[src/core/ddc_ctrl_params.svh]
`ifndef DDC_CTRL_PARAMS_SVH
`define DDC_CTRL_PARAMS_SVH
`define OVR_THR_I_ADDR 12'h0211
`define OVR_THR_Q_ADDR 12'h0212
`define OVERRANGE_OUTPUT_CONFIG_ADDR 12'h0213
`define PRESET_MODE_ADDR 12'h0214
`define PRESET_SEL_ADDR 12'h0215
`define IRQ_STATUS_ADDR 12'h0220
`define IRQ_MASK_ADDR 12'h0221
`define FREQ_A_BASE_ADDR 12'h0230
`define PHASE_A_BASE_ADDR 12'h0234
`define FREQ_B_BASE_ADDR 12'h0238
`define PHASE_B_BASE_ADDR 12'h023c
`define OVR_THR_I_RESET 8'hf2
`define OVR_THR_Q_RESET 8'hab
`define OVERRANGE_OUTPUT_CONFIG_RESET 8'h07
`define OVERRANGE_PIN_ENABLE_BIT 3
`define OVR_HOLD_BASE 8
`endif

[src/core/ddc_ctrl_pkg.sv]
package ddc_ctrl_pkg;
  typedef enum logic [1:0] {
    MODE_REGISTER,
    MODE_PINS_EACH,
    MODE_PINS_A_BOTH,
    MODE_RESERVED
  } preset_mode_t;
endpackage : ddc_ctrl_pkg

[src/core/preset_store.sv]
// Four presets per converter; read data registered
module preset_store #(
  parameter int WIDTH = 32
) (
  input wire logic sys_clk,
  input wire logic clk_en,
  input wire logic wr_en,
  input wire logic [1:0] wr_idx,
  input wire logic [WIDTH-1:0] wr_data,
  input wire logic [1:0] rd_idx,
  output logic [WIDTH-1:0] rd_data
);
  logic [WIDTH-1:0] mem [4];
  always_ff @(posedge sys_clk)
  begin
    if (clk_en)
    begin
      if (wr_en)
        mem[wr_idx] <= wr_data;
      rd_data <= mem[rd_idx];
    end
  end
endmodule : preset_store

[src/core/overrange_stretch.sv]
`include "ddc_ctrl_params.svh"

// Stretches one flag to at least 8 * 2^exp cycles
module overrange_stretch (
  input wire logic sys_clk,
  input wire logic reset,
  input wire logic clk_en,
  input wire logic detect,
  input wire logic [2:0] hold_exp,
  output logic stretched
);
  logic [10:0] cnt_r;
  logic [10:0] cnt_nxt;
  always_comb
  begin
    cnt_nxt = cnt_r;
    if (detect)
      cnt_nxt = 11'(`OVR_HOLD_BASE << hold_exp);
    else if (cnt_r != 11'h000)
      cnt_nxt = cnt_r - 11'h001;
  end
  always_ff @(posedge sys_clk)
  begin
    if (reset)
      cnt_r <= 11'h000;
    else if (clk_en)
      cnt_r <= cnt_nxt;
  end
  assign stretched = cnt_r != 11'h000;
endmodule : overrange_stretch

[src/core/ddc_ovr_nco_ctrl.sv]
`include "ddc_ctrl_params.svh"

module ddc_ovr_nco_ctrl
  import ddc_ctrl_pkg::*;
#(
  parameter int SAMPLE_W = 12,
  parameter int FREQ_W = 32,
  parameter int PHASE_W = 16
) (
  input wire logic sys_clk,
  input wire logic reset,
  input wire logic clk_en,
  input wire logic [11:0] reg_addr,
  input wire logic [31:0] reg_wdata,
  input wire logic reg_wr,
  input wire logic reg_rd,
  output logic [31:0] reg_rdata,
  input wire logic single_channel,
  input wire logic [SAMPLE_W-1:0] chan_a_abs_i,
  input wire logic [SAMPLE_W-1:0] chan_a_abs_q,
  input wire logic [SAMPLE_W-1:0] chan_b_abs_i,
  input wire logic [SAMPLE_W-1:0] chan_b_abs_q,
  input wire logic [1:0] preset_pins_a,
  input wire logic [1:0] preset_pins_b,
  output logic chan_a_flag_out0,
  output logic chan_a_flag_out1,
  output logic chan_b_flag_out0,
  output logic chan_b_flag_out1,
  output logic link_ovr_a_i,
  output logic link_ovr_a_q,
  output logic link_ovr_b_i,
  output logic link_ovr_b_q,
  output logic [1:0] active_preset_a,
  output logic [1:0] active_preset_b,
  output logic [FREQ_W-1:0] freq_word_a,
  output logic [PHASE_W-1:0] phase_word_a,
  output logic [FREQ_W-1:0] freq_word_b,
  output logic [PHASE_W-1:0] phase_word_b,
  output logic irq
);
  typedef struct packed {
    logic [7:0] thr_i;
    logic [7:0] thr_q;
    logic [7:0] overrange_output_config;
    logic [1:0] mode;
    logic [3:0] sel;
    logic [3:0] irq_status;
    logic [3:0] irq_mask;
    logic [3:0] det_prev;
    logic [3:0] flags;
    logic [3:0] link_flags;
    logic [1:0] act_a;
    logic [1:0] act_b;
    logic irq;
    logic [1:0] pins_a_s1;
    logic [1:0] pins_a_s2;
    logic [1:0] pins_b_s1;
    logic [1:0] pins_b_s2;
    logic [31:0] rdata;
  } state_t;

  state_t st_r;
  state_t st_nxt;
  logic [3:0] det;
  logic [3:0] stretched;
  logic [2:0] hold_exp;
  logic [FREQ_W-1:0] fa_q;
  logic [FREQ_W-1:0] fb_q;
  logic [PHASE_W-1:0] pa_q;
  logic [PHASE_W-1:0] pb_q;

  // Absolute level compared against 8-bit threshold scaled to sample MSBs
  function automatic logic over_thr(input logic [SAMPLE_W-1:0] lvl, input logic [7:0] thr);
    over_thr = lvl[SAMPLE_W-1 -: 8] >= thr;
  endfunction : over_thr

  function automatic logic in_bank(input logic [11:0] a, input logic [11:0] base);
    in_bank = a[11:2] == base[11:2];
  endfunction : in_bank

  assign hold_exp = st_r.overrange_output_config[2:0];
  assign det[0] = over_thr(chan_a_abs_i, st_r.thr_i);
  assign det[1] = over_thr(chan_a_abs_q, st_r.thr_q);
  assign det[2] = over_thr(chan_b_abs_i, st_r.thr_i);
  assign det[3] = over_thr(chan_b_abs_q, st_r.thr_q);

  for (genvar g = 0; g < 4; g++)
  begin : g_str
    overrange_stretch u_str (
      .sys_clk(sys_clk),
      .reset(reset),
      .clk_en(clk_en),
      .detect(det[g]),
      .hold_exp(hold_exp),
      .stretched(stretched[g])
    );
  end

  preset_store #(.WIDTH(FREQ_W)) u_freq_a (
    .sys_clk(sys_clk),
    .clk_en(clk_en),
    .wr_en(reg_wr && in_bank(reg_addr, `FREQ_A_BASE_ADDR)),
    .wr_idx(reg_addr[1:0]),
    .wr_data(reg_wdata[FREQ_W-1:0]),
    .rd_idx(st_r.act_a),
    .rd_data(fa_q)
  );
  preset_store #(.WIDTH(PHASE_W)) u_phase_a (
    .sys_clk(sys_clk),
    .clk_en(clk_en),
    .wr_en(reg_wr && in_bank(reg_addr, `PHASE_A_BASE_ADDR)),
    .wr_idx(reg_addr[1:0]),
    .wr_data(reg_wdata[PHASE_W-1:0]),
    .rd_idx(st_r.act_a),
    .rd_data(pa_q)
  );
  preset_store #(.WIDTH(FREQ_W)) u_freq_b (
    .sys_clk(sys_clk),
    .clk_en(clk_en),
    .wr_en(reg_wr && in_bank(reg_addr, `FREQ_B_BASE_ADDR)),
    .wr_idx(reg_addr[1:0]),
    .wr_data(reg_wdata[FREQ_W-1:0]),
    .rd_idx(st_r.act_b),
    .rd_data(fb_q)
  );
  preset_store #(.WIDTH(PHASE_W)) u_phase_b (
    .sys_clk(sys_clk),
    .clk_en(clk_en),
    .wr_en(reg_wr && in_bank(reg_addr, `PHASE_B_BASE_ADDR)),
    .wr_idx(reg_addr[1:0]),
    .wr_data(reg_wdata[PHASE_W-1:0]),
    .rd_idx(st_r.act_b),
    .rd_data(pb_q)
  );

  always_comb
  begin
    st_nxt = st_r;
    // Preset pins come from board logic: two-stage synchronisers
    st_nxt.pins_a_s1 = preset_pins_a;
    st_nxt.pins_a_s2 = st_r.pins_a_s1;
    st_nxt.pins_b_s1 = preset_pins_b;
    st_nxt.pins_b_s2 = st_r.pins_b_s1;
    // Register writes
    if (reg_wr)
    begin
      unique case (reg_addr)
        `OVR_THR_I_ADDR: st_nxt.thr_i = reg_wdata[7:0];
        `OVR_THR_Q_ADDR: st_nxt.thr_q = reg_wdata[7:0];
        `OVERRANGE_OUTPUT_CONFIG_ADDR: st_nxt.overrange_output_config = {4'h0, reg_wdata[3:0]};
        `PRESET_MODE_ADDR: st_nxt.mode = reg_wdata[1:0];
        `PRESET_SEL_ADDR: st_nxt.sel = reg_wdata[3:0];
        `IRQ_STATUS_ADDR: st_nxt.irq_status = st_r.irq_status & ~reg_wdata[3:0];
        `IRQ_MASK_ADDR: st_nxt.irq_mask = reg_wdata[3:0];
        default: ;
      endcase
    end
    // Rising detections set sticky status; set wins over clear
    st_nxt.irq_status = st_nxt.irq_status | (det & ~st_r.det_prev);
    st_nxt.det_prev = det;
    st_nxt.irq = |(st_nxt.irq_status & st_nxt.irq_mask);
    // Pins follow stretched detections only when enabled
    if (st_r.overrange_output_config[`OVERRANGE_PIN_ENABLE_BIT])
      st_nxt.flags = stretched;
    else
      st_nxt.flags = 4'h0;
    st_nxt.link_flags = stretched;
    // Active preset selection
    unique case (preset_mode_t'(st_r.mode))
      MODE_REGISTER:
      begin
        st_nxt.act_a = st_r.sel[1:0];
        st_nxt.act_b = st_r.sel[3:2];
      end
      MODE_PINS_EACH:
      begin
        st_nxt.act_a = st_r.pins_a_s2;
        st_nxt.act_b = st_r.pins_b_s2;
      end
      MODE_PINS_A_BOTH:
      begin
        st_nxt.act_a = st_r.pins_a_s2;
        st_nxt.act_b = st_r.pins_a_s2;
      end
      MODE_RESERVED:
      begin
        st_nxt.act_a = st_r.act_a;
        st_nxt.act_b = st_r.act_b;
      end
    endcase
    // Single channel: converter A method only, B mirrors A
    if (single_channel)
      st_nxt.act_b = st_nxt.act_a;
    // Register reads: data stand only in the cycle after the strobe
    st_nxt.rdata = 32'h0000_0000;
    if (reg_rd)
    begin
      unique case (reg_addr)
        `OVR_THR_I_ADDR: st_nxt.rdata = {24'h00_0000, st_r.thr_i};
        `OVR_THR_Q_ADDR: st_nxt.rdata = {24'h00_0000, st_r.thr_q};
        `OVERRANGE_OUTPUT_CONFIG_ADDR: st_nxt.rdata = {24'h00_0000, st_r.overrange_output_config};
        `PRESET_MODE_ADDR: st_nxt.rdata = {30'h0000_0000, st_r.mode};
        `PRESET_SEL_ADDR: st_nxt.rdata = {28'h000_0000, st_r.sel};
        `IRQ_STATUS_ADDR: st_nxt.rdata = {28'h000_0000, st_r.irq_status};
        `IRQ_MASK_ADDR: st_nxt.rdata = {28'h000_0000, st_r.irq_mask};
        default: st_nxt.rdata = 32'h0000_0000;
      endcase
    end
  end

  always_ff @(posedge sys_clk)
  begin
    if (reset)
    begin
      st_r <= '0;
      st_r.thr_i <= `OVR_THR_I_RESET;
      st_r.thr_q <= `OVR_THR_Q_RESET;
      st_r.overrange_output_config <= `OVERRANGE_OUTPUT_CONFIG_RESET;
    end
    else if (clk_en)
      st_r <= st_nxt;
  end

  assign reg_rdata = st_r.rdata;
  assign chan_a_flag_out0 = st_r.flags[0];
  assign chan_a_flag_out1 = st_r.flags[1];
  assign chan_b_flag_out0 = st_r.flags[2];
  assign chan_b_flag_out1 = st_r.flags[3];
  assign link_ovr_a_i = st_r.link_flags[0];
  assign link_ovr_a_q = st_r.link_flags[1];
  assign link_ovr_b_i = st_r.link_flags[2];
  assign link_ovr_b_q = st_r.link_flags[3];
  assign active_preset_a = st_r.act_a;
  assign active_preset_b = st_r.act_b;
  assign freq_word_a = fa_q;
  assign phase_word_a = pa_q;
  assign freq_word_b = fb_q;
  assign phase_word_b = pb_q;
  assign irq = st_r.irq;
endmodule : ddc_ovr_nco_ctrl

[config.mk]
export PLATFORM = sky130hd
export DESIGN_NAME = ddc_ovr_nco_ctrl
export DESIGN_NICKNAME = d
export VERILOG_FILES = /design/src/core/ddc_ctrl_pkg.sv /design/src/core/preset_store.sv /design/src/core/overrange_stretch.sv /design/src/core/ddc_ovr_nco_ctrl.sv
export VERILOG_INCLUDE_DIRS = /design/src /design/src/core
export SDC_FILE = /design/constraint.sdc
export NUM_CORES = 1
export LEC_CHECK = 0
export BUFFER_PORTS_ARGS = -buffer_cell sky130_fd_sc_hd__buf_2
export CAP_MARGIN = 20
export CORE_AREA = 5 5 249 251
export CTS_BUF_LIST = sky130_fd_sc_hd__clkbuf_4 sky130_fd_sc_hd__clkbuf_8
export DETAILED_ROUTE_END_ITERATION = 16
export DIE_AREA = 0 0 254 256
export HOLD_SLACK_MARGIN = 0.03
export PLACE_DENSITY = 0.59
export REMOVE_ABC_BUFFERS = 1
export SYNTH_ARGS = -nofsm -noshare
export SYNTH_HDL_FRONTEND = slang
export SYNTH_SLANG_ARGS = --single-unit
[constraint.sdc]
create_clock -name sys_clk -period 5.9 [get_ports sys_clk]
set_input_delay 0.295 -clock sys_clk [delete_from_list [all_inputs] [get_ports sys_clk]]
set_output_delay 0.295 -clock sys_clk [all_outputs]
set_load 0.05 [all_outputs]
==> results.py <==
metrics = {
    "yosys": {
        "ys_types": 66,
        "synth_area_leaders": "edfxtp_1 (61%), dfxtp_1 (9.5%), mux4_2 (9.2%)",
        "synth-async-reset-ratio_pct": 0,
        "syn-cell-area_um2": 23500,
        "synth_top_area_share_pct": 61.4,
        "ys_seq_area_share_pct": 70.9,
        "yosys_warnings": 0,
        "yosysTopAreaCell": "edfxtp_1",
        "ys_ff_latch": 591,
        "synth_edf_count": 480,
        "synth_cells": 1450,
        "postSynthAreaPerCell_um2": 16.2,
        "synthFlopType": "edfxtp_1",
    },
    "die": {
        "die_h_um": 256,
        "initial_core_util_pct": 39.3,
        "die-area_um2": 65000,
        "ios": 243,
        "dieWidth_um": 254,
        "fp-row-count": 90,
        "core-area_um2": 59700,
    },
    "cts": {
        "htreeDepth": 3,
        "cts_max_path_buffers": 3,
        "cts.sinks": 591,
        "clock_latency_ns": 0.67,
        "cts_tree": "yes",
        "cts_root_buf": "clkbuf_8",
        "clkTransAtPathRegs_ns": 0.06,
        "cts_buffers": 95,
        "postCtsResizedCells": 0,
    },
    "timing": {
        "slew_viol_final": 0,
        "setup_tns_ns": 0,
        "hold_violations": 0,
        "fin_crit_ns": 3.41,
        "period_share_pct": 57.8,
        "max_freq_mhz": 293,
        "rsz0062_at_grt": "false",
        "fin_ws_ns": 2.49,
        "skew_ns": 0.0326,
        "relSlewSlack_pct": 26.4,
        "setup_viol": 0,
        "tightest_slew_ns": 1.10,
    },
    "placed_design": {
        "portBuffers": 202,
        "place_ws_ns": 2.05,
        "hpwl_um": 33900,
        "gp_congestion": 0.844,
    },
    "worst_setup_path": {
        "endpoint_kind": "flop",
        "crit_chain": "dlygate4sd3_1, buf_6, nand3_1, nor3_1, nand3_1, nor2_4, buf_4",
        "cp_top_family": "simple AND/OR/NAND/NOR gates",
        "max_stage_delay_ns": 0.87,
        "path_max_fanout": 48,
        "cp_slowest_cell": "nor2_4",
        "crit_top_cell": "nand3_1",
        "cp_num_buf_inv": 3,
        "critPathRequiredTime_ns": 6.26,
        "critPathKind": "in2reg",
        "worst_setup_path_start_kind": "input pin",
        "arrival_ns": 3.77,
    },
    "routing": {
        "drt_iter0_drc": 821,
        "drt_wl_total_um": 55300,
        "dr.pass1.iters": 5,
        "vias": 13500,
        "antenna_left": 0,
        "vias_per_cell": 5.24,
        "drc": 0,
        "wire_per_inst_um": 21.5,
    },
    "pwr": {
        "power_frac_clock_pct": 36.4,
        "total_leakage_power_nw": 9.56,
        "switching_share_pct": 26.4,
        "ir_drop_mv": 0.174,
        "p_int_mw": 6.98,
        "seqPwrFrac_pct": 50.3,
        "comb_power_share_pct": 13.4,
        "power_density_nw_per_um2": 344,
        "p_switching_mw": 2.50,
    },
    "worst_hold_path": {
        "hold_class": "in2reg",
    },
    "grt": {
        "grt_pass1_wl_um": 84200,
        "grt_start_max_net_pins": 91,
        "grt_usage_pct": 16.8,
        "antenna_found_initial": 3,
        "overflow": 0,
        "grt_pass1_vias": 14000,
    },
    "layout": {
        "final_layout_size_suffix_gt1_share_pct": 28.9,
        "utilization_pct": 46.2,
        "syn_to_final_growth_pct": 17.4,
        "nets": 1862,
    },
    "flow_run": {
        "cap_viol_max_count": 0,
    },
    "run_status": {
        "status": "finished, final reports clean",
    },
}
## power by group through the flow
stage	logic, mW	registers [mW]	clock network (mW)
final	1.27	4.76	3.45
after global routing	1.42	4.78	3.75
after CTS	1.27	4.76	3.55
after detailed placement	1.24	4.84	0
after global placement	1.21	4.84	0
after floorplan	0.811	4.92	0
## cells in the final DEF (no fill, tap or decap), types with 39 or more instances in the layout
cell	n
nand2_1	65
dfxtp_1	107
mux2i_1	42
dlygate4sd3_1	39
edfxtp_1	480
a21oi_1	46
buf_2	201
nor2_1	104
mux4_2	96
clkbuf_8	96
## metrics by stage
| step | power (mW) | hold WS [ns] | instances | area, um2 |
|---|---|---|---|---|
| 2_1_floorplan | 5.73 | 0.364 | 1362 | 23000 |
| 3_3_place_gp | 6.04 | 0.451 | 2364 | 25200 |
| 3_5_place_dp | 6.09 | 0.456 | 2366 | 25200 |
| 4_1_cts | 9.58 | 0.0839 | 2571 | 27500 |
| 5_1_grt | 9.95 | 0.125 | 2575 | 27500 |
| 6_report | 9.48 | 0.172 | 2576 | 27600 |
## metal layers
metal / track usage [%] / part of all wire [%] / up-vias
li1: - / - / 6166
met1: 23.3 / 44 / 6846
met2: 27.1 / 48 / 404
met3: 3.21 / 5.6 / 93
met4: 4.94 / 2.1 / 2
met5: 0 / 0.013 / -
## sequential cells by signal (all words and copies together) (netlist names), 2 cells and up
register / cells
st_nxt: 4
u_freq_a.mem: 128
reg_rdata: 8
u_phase_a.mem: 64
active_preset_a: 2
u_freq_b.rd_data: 32
g_str.u_str.cnt_r: 44
u_phase_b.rd_data: 16
active_preset_b: 2
u_freq_b.mem: 128
u_freq_a.rd_data: 32
u_phase_b.mem: 64
st_r: 39
hold_exp: 3
u_phase_a.rd_data: 16
## final timing paths
| check | from | endpoint | slack [ns] | depth (start not counted) |
|---|---|---|---|---|
| setup / recovery | clk_en | u_freq_b.mem[1][2] | 2.49 | 7 |
| hold / removal | reg_wdata[3] | u_phase_b.mem[3][3] | 0.17 | 1 |
| setup reg to reg | st_r[81] | g_str[1].u_str.cnt_r[2] | 3.25 | 8 |
| hold reg to reg | reg_rdata[7] | reg_rdata[7] | 0.46 | 2 |
## repair_timing
item                                   4_1_cts  5_1_grt
hold buffers                                39        0
endpoints found under the hold margin      307        0
setup buffers                                0        0
## area by class of cell
type | count | area [um2]
Sequential cell | 591 | 16700
Fill cell | 5222 | 32100
Timing Repair Buffer | 265 | 1640
Clock inverter | 32 | 243
Clock buffer | 134 | 1610
Multi-Input combinational cell | 736 | 6300
Tap cell | 782 | 978
Inverter | 35 | 131
Antenna cell | 1 | 2.50
## logic make-up after synthesis
logic type,synth area share (%)
and+or+nand+nor,7.02
AOI/OAI and AO/OA,5.43
other,0.0160
xor gates and xnor gates,0.149
adders and majority gates,1.92
DFF,70.9
muxes,11.6
buffers and inverters,2.99
## cells in the mapped netlist, types with 4 or more instances
cell	count
edfxtp_1	480
nor2_1	116
dfxtp_1	111
mux4_2	96
nand2_1	65
clkbuf_1	63
a21oi_1	46
mux2i_1	42
nor3_1	42
buf_4	36
ha_1	36
inv_1	35
o21ai_0	35
nand3_1	23
a22oi_1	17
a211o_1	15
or3_1	13
mux2_2	12
nor4_1	12
a31oi_1	10
nand2b_1	9
a2bb2oi_1	8
a211oi_1	7
buf_1	7
nor2b_1	7
or4_1	7
a21o_1	6
and2_1	6
a221oi_1	5
nor3b_1	5
o211ai_1	5
a222oi_1	4
nand3b_1	4
nor3_4	4
o21a_1	4
Power figures use the tool's default switching activity.
